File: src/ebpc_pkg.sv
package ebpc_pkg;

    // register indices and byte addresses (index times four)
    localparam logic [7:0] EBPC_UPPER_SEL_IDX = 8'ha0;
    localparam logic [7:0] EBPC_LOWER_SEL_IDX = 8'ha2;
    localparam logic [7:0] EBPC_RESET_CFG_IDX = 8'hf6;
    localparam logic [7:0] EBPC_PIO_SEL_IDX = 8'hb0;
    localparam logic [7:0] EBPC_PIO_PULLDN_IDX = 8'hb2;
    localparam logic [7:0] EBPC_STATUS_IDX = 8'hb4;
    localparam logic [11:0] EBPC_UPPER_SEL_ADDR = {2'b00, EBPC_UPPER_SEL_IDX, 2'b00};
    localparam logic [11:0] EBPC_LOWER_SEL_ADDR = {2'b00, EBPC_LOWER_SEL_IDX, 2'b00};
    localparam logic [11:0] EBPC_RESET_CFG_ADDR = {2'b00, EBPC_RESET_CFG_IDX, 2'b00};
    localparam logic [11:0] EBPC_PIO_SEL_ADDR = {2'b00, EBPC_PIO_SEL_IDX, 2'b00};
    localparam logic [11:0] EBPC_PIO_PULLDN_ADDR = {2'b00, EBPC_PIO_PULLDN_IDX, 2'b00};
    localparam logic [11:0] EBPC_STATUS_ADDR = {2'b00, EBPC_STATUS_IDX, 2'b00};

    // field positions and reset values
    localparam int EBPC_ADDR_OFF_BIT = 7;
    localparam logic [15:0] EBPC_MEMSEL_RST = 16'h0000;
    localparam logic [31:0] EBPC_PIO_SEL_RST = 32'hffff_fc07;
    localparam logic [31:0] EBPC_PIO_PULLDN_RST = 32'h0000_0402;
    localparam logic [31:0] EBPC_PIO_PULLDN_WMASK = 32'hffff_fc47;
    localparam logic [31:0] EBPC_STRAP_PINS = 32'h2400_0000;
    localparam int EBPC_PIN_DIR = 4;
    localparam int EBPC_PIN_STROBE = 5;
    localparam logic [1:0] EBPC_RESP_OKAY = 2'b00;
    localparam logic [1:0] EBPC_RESP_SLVERR = 2'b10;

    // timing: each of T1..T4 is one output clock, two aclk periods
    localparam int EBPC_ACLK_NS = 10;
    localparam int EBPC_OUTCLK_NS = 20;
    localparam int EBPC_LEAD_CYCLES = (EBPC_OUTCLK_NS / 2) / EBPC_ACLK_NS;

    typedef enum logic [2:0] {
        EBPC_IDLE = 3'b000,
        EBPC_LEAD = 3'b001,
        EBPC_T1 = 3'b010,
        EBPC_T2 = 3'b011,
        EBPC_T3 = 3'b100,
        EBPC_T4 = 3'b101
    } ebpc_state_e;

    typedef struct packed {
        logic [19:0] addr;
        logic [15:0] wdata;
        logic write;
        logic wr_high;
        logic wr_low;
        logic upper_mem;
        logic lower_mem;
    } ebpc_cyc_s;

    function automatic logic [31:0] ebpc_merge(input logic [31:0] old, input logic [31:0] wd,
                                               input logic [3:0] strb);
        logic [31:0] res;
        res = old;
        for (int i = 0; i < 4; i++)
        begin
            if (strb[i])
                res[8*i +: 8] = wd[8*i +: 8];
        end
        return res;
    endfunction

endpackage

File: src/ebpc_top.sv
// Our own choice: the AXI4-Lite interface to the registers.
`timescale 1ns/1ns
`default_nettype none
module ebpc_top
    import ebpc_pkg::*;
#(
    parameter bit WIDE16 = 1'b1
)
(
    // clock and reset
    input wire logic aclk,
    input wire logic aresetn,
    // axi4-lite write
    input wire logic [11:0] s_axi_awaddr,
    input wire logic [2:0] s_axi_awprot,
    input wire logic s_axi_awvalid,
    output logic s_axi_awready,
    input wire logic [31:0] s_axi_wdata,
    input wire logic [3:0] s_axi_wstrb,
    input wire logic s_axi_wvalid,
    output logic s_axi_wready,
    output logic [1:0] s_axi_bresp,
    output logic s_axi_bvalid,
    input wire logic s_axi_bready,
    // axi4-lite read
    input wire logic [11:0] s_axi_araddr,
    input wire logic [2:0] s_axi_arprot,
    input wire logic s_axi_arvalid,
    output logic s_axi_arready,
    output logic [31:0] s_axi_rdata,
    output logic [1:0] s_axi_rresp,
    output logic s_axi_rvalid,
    input wire logic s_axi_rready,
    // bus cycle requests from the core
    input wire logic cyc_valid,
    input wire ebpc_cyc_s cyc_req,
    output logic cyc_ready,
    output logic cyc_done,
    output logic [15:0] cyc_rdata,
    // straps and modes
    input wire logic addr_drive_strap_n,
    input wire logic all_pins_float_mode,
    input wire logic bus_hold_granted,
    // external bus pins
    output logic clkouta,
    output logic [19:0] addr_out,
    output logic [19:0] addr_oe,
    input wire logic [15:0] muxed_addr_data_pins_in,
    output logic [15:0] muxed_addr_data_pins_out,
    output logic [15:0] muxed_addr_data_pins_oe,
    output logic ale_out,
    output logic ale_oe,
    output logic data_direction_output,
    output logic data_direction_oe,
    output logic data_strobe_output_n,
    output logic data_strobe_oe,
    // programmable pin configuration
    output logic [31:0] pio_select,
    output logic [31:0] pio_pullup_en,
    output logic [31:0] pio_pulldown_en
);

////////////////////////////////////////////////////////////////////////////////
// register bus

logic aw_have_r, w_have_r, aw_have_nxt, w_have_nxt;
logic [11:0] waddr_r;
logic [31:0] wdata_r;
logic [3:0] wstrb_r;
logic [15:0] upper_sel_r, lower_sel_r;
logic [31:0] pio_sel_r, pio_pulldn_r;
logic [15:0] reset_cfg_r;
logic aden_low_r;
ebpc_state_e st_r, st_nxt;
logic ph_r, ph_nxt;

wire aw_take = s_axi_awvalid && s_axi_awready;
wire w_take = s_axi_wvalid && s_axi_wready;
wire ar_take = s_axi_arvalid && s_axi_arready;
wire wr_fire = aw_have_r && w_have_r && !s_axi_bvalid;
wire bvalid_nxt = wr_fire || (s_axi_bvalid && !s_axi_bready);
wire rvalid_nxt = ar_take || (s_axi_rvalid && !s_axi_rready);
assign aw_have_nxt = aw_have_r ? !wr_fire : aw_take;
assign w_have_nxt = w_have_r ? !wr_fire : w_take;

wire w_upper = wr_fire && waddr_r == EBPC_UPPER_SEL_ADDR;
wire w_lower = wr_fire && waddr_r == EBPC_LOWER_SEL_ADDR;
wire w_pio_sel = wr_fire && waddr_r == EBPC_PIO_SEL_ADDR;
wire w_pio_pd = wr_fire && waddr_r == EBPC_PIO_PULLDN_ADDR;
wire w_ok = w_upper || w_lower || w_pio_sel || w_pio_pd;
wire [31:0] upper_mrg = ebpc_merge({16'h0000, upper_sel_r}, wdata_r, wstrb_r);
wire [31:0] lower_mrg = ebpc_merge({16'h0000, lower_sel_r}, wdata_r, wstrb_r);
wire [31:0] pio_sel_mrg = ebpc_merge(pio_sel_r, wdata_r, wstrb_r);
wire [31:0] pio_pd_mrg = ebpc_merge(pio_pulldn_r, wdata_r, wstrb_r);

wire [31:0] status_word = {24'h000000, aden_low_r, bus_hold_granted, all_pins_float_mode,
                           ph_r, 1'b0, st_r};
wire r_upper = s_axi_araddr == EBPC_UPPER_SEL_ADDR;
wire r_lower = s_axi_araddr == EBPC_LOWER_SEL_ADDR;
wire r_rcfg = s_axi_araddr == EBPC_RESET_CFG_ADDR;
wire r_psel = s_axi_araddr == EBPC_PIO_SEL_ADDR;
wire r_ppd = s_axi_araddr == EBPC_PIO_PULLDN_ADDR;
wire r_stat = s_axi_araddr == EBPC_STATUS_ADDR;
wire r_ok = r_upper || r_lower || r_rcfg || r_psel || r_ppd || r_stat;
wire [31:0] rd_word = r_upper ? {16'h0000, upper_sel_r} :
                      r_lower ? {16'h0000, lower_sel_r} :
                      r_rcfg ? {16'h0000, reset_cfg_r} :
                      r_psel ? pio_sel_r :
                      r_ppd ? pio_pulldn_r :
                      r_stat ? status_word : 32'h0000_0000;

always_ff @(posedge aclk)
begin
    if (!aresetn)
    begin
        aw_have_r <= 1'b0;
        w_have_r <= 1'b0;
        s_axi_awready <= 1'b0;
        s_axi_wready <= 1'b0;
        s_axi_bvalid <= 1'b0;
        s_axi_bresp <= EBPC_RESP_OKAY;
        s_axi_arready <= 1'b0;
        s_axi_rvalid <= 1'b0;
        s_axi_rresp <= EBPC_RESP_OKAY;
        s_axi_rdata <= 32'h0000_0000;
        waddr_r <= 12'h000;
        wdata_r <= 32'h0000_0000;
        wstrb_r <= 4'h0;
    end
    else
    begin
        aw_have_r <= aw_have_nxt;
        w_have_r <= w_have_nxt;
        s_axi_awready <= !aw_have_nxt;
        s_axi_wready <= !w_have_nxt;
        s_axi_bvalid <= bvalid_nxt;
        s_axi_arready <= !rvalid_nxt;
        s_axi_rvalid <= rvalid_nxt;
        if (aw_take)
            waddr_r <= s_axi_awaddr;
        if (w_take)
        begin
            wdata_r <= s_axi_wdata;
            wstrb_r <= s_axi_wstrb;
        end
        if (wr_fire)
            s_axi_bresp <= w_ok ? EBPC_RESP_OKAY : EBPC_RESP_SLVERR;
        if (ar_take)
        begin
            s_axi_rdata <= rd_word;
            s_axi_rresp <= r_ok ? EBPC_RESP_OKAY : EBPC_RESP_SLVERR;
        end
    end
end

////////////////////////////////////////////////////////////////////////////////
// configuration registers and reset-time capture

always_ff @(posedge aclk)
begin
    if (!aresetn)
    begin
        upper_sel_r <= EBPC_MEMSEL_RST;
        lower_sel_r <= EBPC_MEMSEL_RST;
        pio_sel_r <= EBPC_PIO_SEL_RST;
        pio_pulldn_r <= EBPC_PIO_PULLDN_RST;
    end
    else
    begin
        if (w_upper)
            upper_sel_r <= upper_mrg[15:0];
        if (w_lower)
            lower_sel_r <= lower_mrg[15:0];
        if (w_pio_sel)
            pio_sel_r <= pio_sel_mrg;
        if (w_pio_pd)
            pio_pulldn_r <= pio_pd_mrg & EBPC_PIO_PULLDN_WMASK;
    end
end

// sampled throughout reset, so the value at release is what stays
always_ff @(posedge aclk)
begin
    if (!aresetn)
    begin
        reset_cfg_r <= muxed_addr_data_pins_in;
        aden_low_r <= !addr_drive_strap_n;
    end
end

wire [31:0] pio_sel_eff = pio_sel_r & ~(aden_low_r ? EBPC_STRAP_PINS : 32'h0000_0000);

always_ff @(posedge aclk)
begin
    if (!aresetn)
    begin
        pio_select <= EBPC_PIO_SEL_RST;
        pio_pullup_en <= EBPC_PIO_SEL_RST & ~EBPC_PIO_PULLDN_RST;
        pio_pulldown_en <= EBPC_PIO_SEL_RST & EBPC_PIO_PULLDN_RST;
    end
    else
    begin
        pio_select <= pio_sel_eff;
        pio_pullup_en <= pio_sel_eff & ~pio_pulldn_r;
        pio_pulldown_en <= pio_sel_eff & pio_pulldn_r;
    end
end

////////////////////////////////////////////////////////////////////////////////
// bus cycle sequencer: lead half-clock, then T1..T4 of two aclk each

ebpc_cyc_s req_r;
wire cyc_take = cyc_valid && cyc_ready;

always_comb
begin
    st_nxt = st_r;
    ph_nxt = 1'b0;
    unique case (st_r)
        EBPC_IDLE:
        begin
            if (cyc_take)
                st_nxt = EBPC_LEAD;
        end
        EBPC_LEAD:
            st_nxt = EBPC_T1;
        EBPC_T1, EBPC_T2, EBPC_T3, EBPC_T4:
        begin
            ph_nxt = !ph_r;
            if (ph_r)
                st_nxt = (st_r == EBPC_T4) ? EBPC_IDLE : ebpc_state_e'(st_r + 3'd1);
        end
        default:
            st_nxt = EBPC_IDLE;
    endcase
end

// upper/lower memory regions obey the disable bit only when the strap allows it
wire sel_off = req_r.upper_mem ? upper_sel_r[EBPC_ADDR_OFF_BIT] :
               req_r.lower_mem ? lower_sel_r[EBPC_ADDR_OFF_BIT] : 1'b0;
wire addr_en = aden_low_r || !sel_off;
wire drive = !bus_hold_granted && st_nxt != EBPC_IDLE;
wire t1_nxt = st_nxt == EBPC_T1;
wire dph_nxt = st_nxt == EBPC_T2 || st_nxt == EBPC_T3 || st_nxt == EBPC_T4;
wire lo_oe = drive && ((t1_nxt && addr_en) || (dph_nxt && req_r.write && req_r.wr_low));
wire hi_oe16 = drive && ((t1_nxt && addr_en) || (dph_nxt && req_r.write && req_r.wr_high));
wire hi_oe8 = drive && addr_en && (t1_nxt || dph_nxt);
wire hi_oe = WIDE16 ? hi_oe16 : hi_oe8;
wire [7:0] lo_val = t1_nxt ? req_r.addr[7:0] : req_r.wdata[7:0];
wire [7:0] hi_val = (t1_nxt || !WIDE16) ? req_r.addr[15:8] : req_r.wdata[15:8];
wire [2:0] top_oe = {3{drive}} & ~pio_sel_eff[9:7];
wire ale_nxt = t1_nxt && !ph_nxt;

always_ff @(posedge aclk)
begin
    if (!aresetn)
    begin
        st_r <= EBPC_IDLE;
        ph_r <= 1'b0;
        req_r <= '0;
        cyc_ready <= 1'b0;
        cyc_done <= 1'b0;
        cyc_rdata <= 16'h0000;
        clkouta <= 1'b0;
    end
    else
    begin
        st_r <= st_nxt;
        ph_r <= ph_nxt;
        if (cyc_take)
            req_r <= cyc_req;
        cyc_ready <= st_nxt == EBPC_IDLE && !bus_hold_granted;
        cyc_done <= st_r == EBPC_T4 && ph_r;
        if (st_r == EBPC_T4 && ph_r)
            cyc_rdata <= muxed_addr_data_pins_in;
        clkouta <= !clkouta;
    end
end

////////////////////////////////////////////////////////////////////////////////
// pin drivers, all registered

always_ff @(posedge aclk)
begin
    if (!aresetn)
    begin
        addr_out <= 20'h00000;
        addr_oe <= 20'h00000;
        muxed_addr_data_pins_out <= 16'h0000;
        muxed_addr_data_pins_oe <= 16'h0000;
        ale_out <= 1'b0;
        ale_oe <= 1'b1;
        data_direction_output <= 1'b0;
        data_direction_oe <= 1'b0;
        data_strobe_output_n <= 1'b1;
        data_strobe_oe <= 1'b0;
    end
    else
    begin
        addr_out <= cyc_take ? cyc_req.addr : req_r.addr;
        addr_oe <= {top_oe, {17{drive}}};
        muxed_addr_data_pins_out <= {hi_val, lo_val};
        muxed_addr_data_pins_oe <= {{8{hi_oe}}, {8{lo_oe}}};
        ale_out <= ale_nxt;
        ale_oe <= !all_pins_float_mode;
        data_direction_output <= cyc_take ? cyc_req.write : req_r.write;
        data_direction_oe <= drive && !pio_sel_eff[EBPC_PIN_DIR];
        data_strobe_output_n <= !dph_nxt;
        data_strobe_oe <= drive && !pio_sel_eff[EBPC_PIN_STROBE];
    end
end
endmodule
`default_nettype wire

File: config.mk
export PLATFORM = sky130hd
export DESIGN_NAME = ebpc_top
export DESIGN_NICKNAME = d
export VERILOG_FILES = /design/src/ebpc_pkg.sv /design/src/ebpc_top.sv
export SDC_FILE = /design/constraint.sdc
export NUM_CORES = 1
export LEC_CHECK = 0
export ABC_AREA = 1
export BUFFER_PORTS_ARGS = -buffer_cell sky130_fd_sc_hd__buf_2
export CORE_UTILIZATION = 52
export CTS_CLUSTER_DIAMETER = 40
export CTS_CLUSTER_SIZE = 30
export DETAILED_ROUTE_END_ITERATION = 10
export PLACE_DENSITY = 0.85
export SLEW_MARGIN = 10
export SYNTH_ARGS = -nofsm -noshare
export SYNTH_HDL_FRONTEND = slang
export SYNTH_SLANG_ARGS = --single-unit
File: constraint.sdc
create_clock -name aclk -period 2.47 [get_ports aclk]
set_clock_uncertainty 0.1 [all_clocks]
set_input_delay 0.247 -clock aclk [delete_from_list [all_inputs] [get_ports aclk]]
set_output_delay 0.247 -clock aclk [all_outputs]
set_load 0.01 [all_outputs]
-- Word level (Yosys, flattened, before mapping)
Index checks and enable logic that the tools add are counted.
- flip-flop bits (word level): 429
- bits in latches: 0
- memory bits (writable): 0
- memory bits (read-only): 0
- input bits: 134
- output and inout bits: 234
- logic and storage cells: 174
- memories kept: 0
- add/sub/neg operators: 1
- $mul: 0
- div/mod/pow operators: 0
- $lt $le $gt $ge: 0
- equality and inequality tests: 19
- shift operators: 0
- mux-type cells: 22
- bitwise gates (word level): 7
- reduce and logical (&&, ||, !) cells: 72
- operator list (kind ; count):
    32-bit two-way mux ; 5
    12-bit by 10-bit == test with 1-bit output (second input constant) ; 10
    32-bit AND ; 3
    30-bit NOT with 32-bit output ; 1
    32-bit NOT ; 1
    30-bit two-way mux ; 1
    1-bit logical AND ; 24
    8-bit two-way mux ; 3
    2-bit AND reduction ; 12
    20-bit two-way mux ; 1
    1-bit zero test ; 17
    1-bit logical OR ; 15
    3-bit by 2-bit == test with 1-bit output (second input constant) ; 4
    3-bit == test (second input constant) ; 4
    3-bit two-way mux ; 3
    3-bit case mux with 3 select lines ; 1
    3-bit zero test ; 2
    1-bit two-way mux ; 6
    2-bit two-way mux ; 2
    4-bit OR reduction ; 1
    3-bit by 1-bit adder with 3-bit output (second input constant) ; 1
    3-bit AND ; 1
    3-bit by 1-bit == test with 1-bit output (second input constant) ; 1
    3-bit NOT ; 1
    3-bit nonzero test ; 1

-- Longest topological paths before layout
- depth in word-level cells: 11
- depth in mapped cells: 11
- depth with buffers taken out: 11

-- Worst setup path after synthesis
OpenSTA, ideal clock, no wires.
- kind: input to register
- start point: input aresetn
- end point: register aden_low_r, enable pin
- setup time: 388 ps
- arrival time: 1313 ps
- required time: 1982 ps
- path slack: 669 ps
- cell stages on the path: 3
- path buffers: 2
- cell sequence: inv_2 -> clkbuf_1 -> clkbuf_1
- RTL lines (element ; line ; RTL):
    start, declared ; ebpc_top.sv:12 ; input wire logic aresetn,
    end signal, assigned ; ebpc_top.sv:187 ; aden_low_r <= !addr_drive_strap_n;
    end, declared ; ebpc_top.sv:73 ; logic aden_low_r;
No word-level cell between the ends.

==> flow_summary.toml <==
[finish]
fin_cells = 2421
syn_to_final_growth_pct = 30.16
fin_util_pct = 68.77
postLayoutCellArea_um2 = 18430
drive_gt1_share_pct = 25.55
nets = 2180

[sta]
slew-limit-headroom_pct = 45.26
maxSlewViolCount = 0
clock.fmax_ghz = 0.4652
setup_tns_ps = 0
fin_ws_ps = 320.3
finalCritPeriodShare_pct = 87.03
worst_slew_pin_slew_ps = 820.3
setup_viol = 0
fin_crit_ps = 2150
finalHoldViolCount = 0
rsz0062_at_grt = "false"

[global_routing]
overflow = 0
grt_max_degree = 151
grt_usage_pct = 29.18
grt_pass1_wl_um = 64960
antenna_found_initial = 2
grt_pass1_vias = 12560

[logic_synthesis]
avgSynthCellArea_um2 = 8.645
yosysTopAreaCell = "dfxtp_1"
ys_types = 39
syn_inst = 1638
synth_top_area_share_pct = 53.02
ys_seq_elements = 392
syn_area_um2 = 14160
ys_seq_area_share_pct = 56.62
synthTopCellsByArea = "dfxtp_1 53%, o21ai_0 6.7%, a21oi_1 5.9%, nor2_1 5.3%, nand2_1 5.1%"
yosysWarnings = 0

[clocking]
cts_inserted_buffers = 41
cts-root-buf = "clkbuf_16"
clk_latency_ps = 540
cts.clk_slew.worst_paths_ps = 70
clkSinkCount = 392
cts_buffer_depth = 3
cts_resized = 0
ctsHoldBuffers = 112
htree_levels = 2
cts_tree = "built"
postCtsSetupRepairBufs = 0

[floorplanning]
io_pins = 368
initial_core_util_pct = 52.83
die_area_um2 = 27890
rows = 60
core-area_um2 = 26800
fp.dieH_um = 167.0
die-width_um = 167.0

[hold_path]
hp-class = "in2reg"

[place]
dp.cells = 2231
port_buffers = 353
dpl-instance-area_um2 = 15830
gp_congestion = 0.9083
place_hpwl_um = 25740
post-place-ws_ps = 472.0

[power]
p_switching_mw = 3.593
p_per_area_nw_per_um2 = 765.5
netSwitchingFraction_pct = 25.46
leakage_nw = 8.343
internal-power_mw = 10.52
ir_drop_uv = 725.6
seqPwrFrac_pct = 47.1
combPwrFrac_pct = 6.7
p_clk_share_pct = 46.2

[routing]
wl_per_cell_um = 17.32
first_pass_iters = 6
ant_nets = 0
wirelength_um = 41930
vias = 12980
routed_via_density = 5.363
drc = 0
first_iter_violations = 1019

[worst_setup_path]
crit_arrival_ps = 2510
criticalPathCategory = "in2reg"
start_kind = "primary input"
cp_max_fo = 150
cp-end-kind = "flip-flop"
worstPathRequired_ps = 2830

[job]
drv_cap = 0

[run_status]
run_status = "finished, final reports clean"
-- kinds of logic after synthesis --
logic type	count (synthesis)	share of synthesized area [%]
simple gates	529	17.01
flops	392	56.62
buf+inv	285	9.384
compound gates	430	16.87
other cells	1	0.02648
fa+ha+maj	1	0.08835
-- worst paths after layout --
kind | end | cells after the start | from | slack, ps
setup / recovery | waddr_r[4] | 6 | aresetn | 320
hold / removal | wdata_r[13] | 3 | s_axi_wdata[13] | 3
setup reg to reg | waddr_r[4] | 4 | s_axi_awready | 350
hold reg to reg | pio_pullup_en[2] | 1 | pio_pulldn_r[2] | 350
-- layout by cell type (no fill, tap or decap), types with 21 or more instances in the layout --
master / count
a211oi_2: 21
a21oi_1: 166
clkbuf_16: 44
inv_1: 147
dlygate4sd3_1: 112
buf_2: 352
nand2_1: 192
o21ai_0: 190
dfxtp_1: 375
nor2_1: 201
nor3_1: 27
nand3_1: 44
-- final cells by class --
type	instances	area [µm²]
sequential	392	8018
fill	1918	8371
multi-input combinational	968	4845
tap	341	426.7
clock buffer	45	1115
clock inverter	31	356.6
antenna	2	5.005
timing repair buffer	482	3059
inverter	160	605.6
-- state kept, by name, indices dropped and copies added (netlist names), 20 cells and up --
register and flops:
addr_out 20, pio_pulldn_r 26, pio_pulldown_en 26, pio_pullup_en 26, pio_sel_r 32, pio_select 32, req_r 41, s_axi_rdata 32
wdata_r 32
-- Yosys cell counts, drive strengths merged --
library cell and instances:
nand2 206, o21a 8, ha 1, clkbuf 52, a211oi 28, o21ai 207, nand3 49, o22ai 16
nand4 13, nand3b 1, nor2 226, buf 73, a21oi 167, edfxtp 17, conb 1, dfxtp 375
or2 3, clkinv 1, nor3 31, inv 159, o211ai 4
-- power by group through the flow --
| stage | combinational, mW | sequential [mW] | clock [mW] |
|---|---|---|---|
| floorplan | 0.440 | 6.79 | 0 |
| global placement | 0.731 | 6.78 | 0 |
| detailed placement | 0.755 | 6.78 | 0 |
| CTS | 0.899 | 6.64 | 6.56 |
| global route | 1.02 | 6.66 | 6.85 |
| finish | 0.939 | 6.65 | 6.52 |
-- through the flow --
stage	hold slack, ps	total power, mW
2_1_floorplan	208.9	7.230
5_1_grt	20.60	14.53
4_1_cts	1.390	14.09
3_3_place_gp	300.3	7.506
6_report	3.266	14.11
3_5_place_dp	300.4	7.538
-- routing by layer --
layer	vias up	part of all wire (%)	global-route usage, %	wire length, µm
met5	-	0	0	0
met3	112	9.1	6.820	3811
met1	6060	39	34.53	16200
li1	6136	-	-	-
met4	0	3.5	12.16	1468
met2	675	49	50.65	20450
-- critical path: stages --
cell and delay (ps):
dlygate4sd3_1 550, buf_6 150, buf_12 440, o21ai_0 230
nor2_1 210, dlygate4sd3_1 580
No activity file was read; power rests on OpenSTA's default activity.
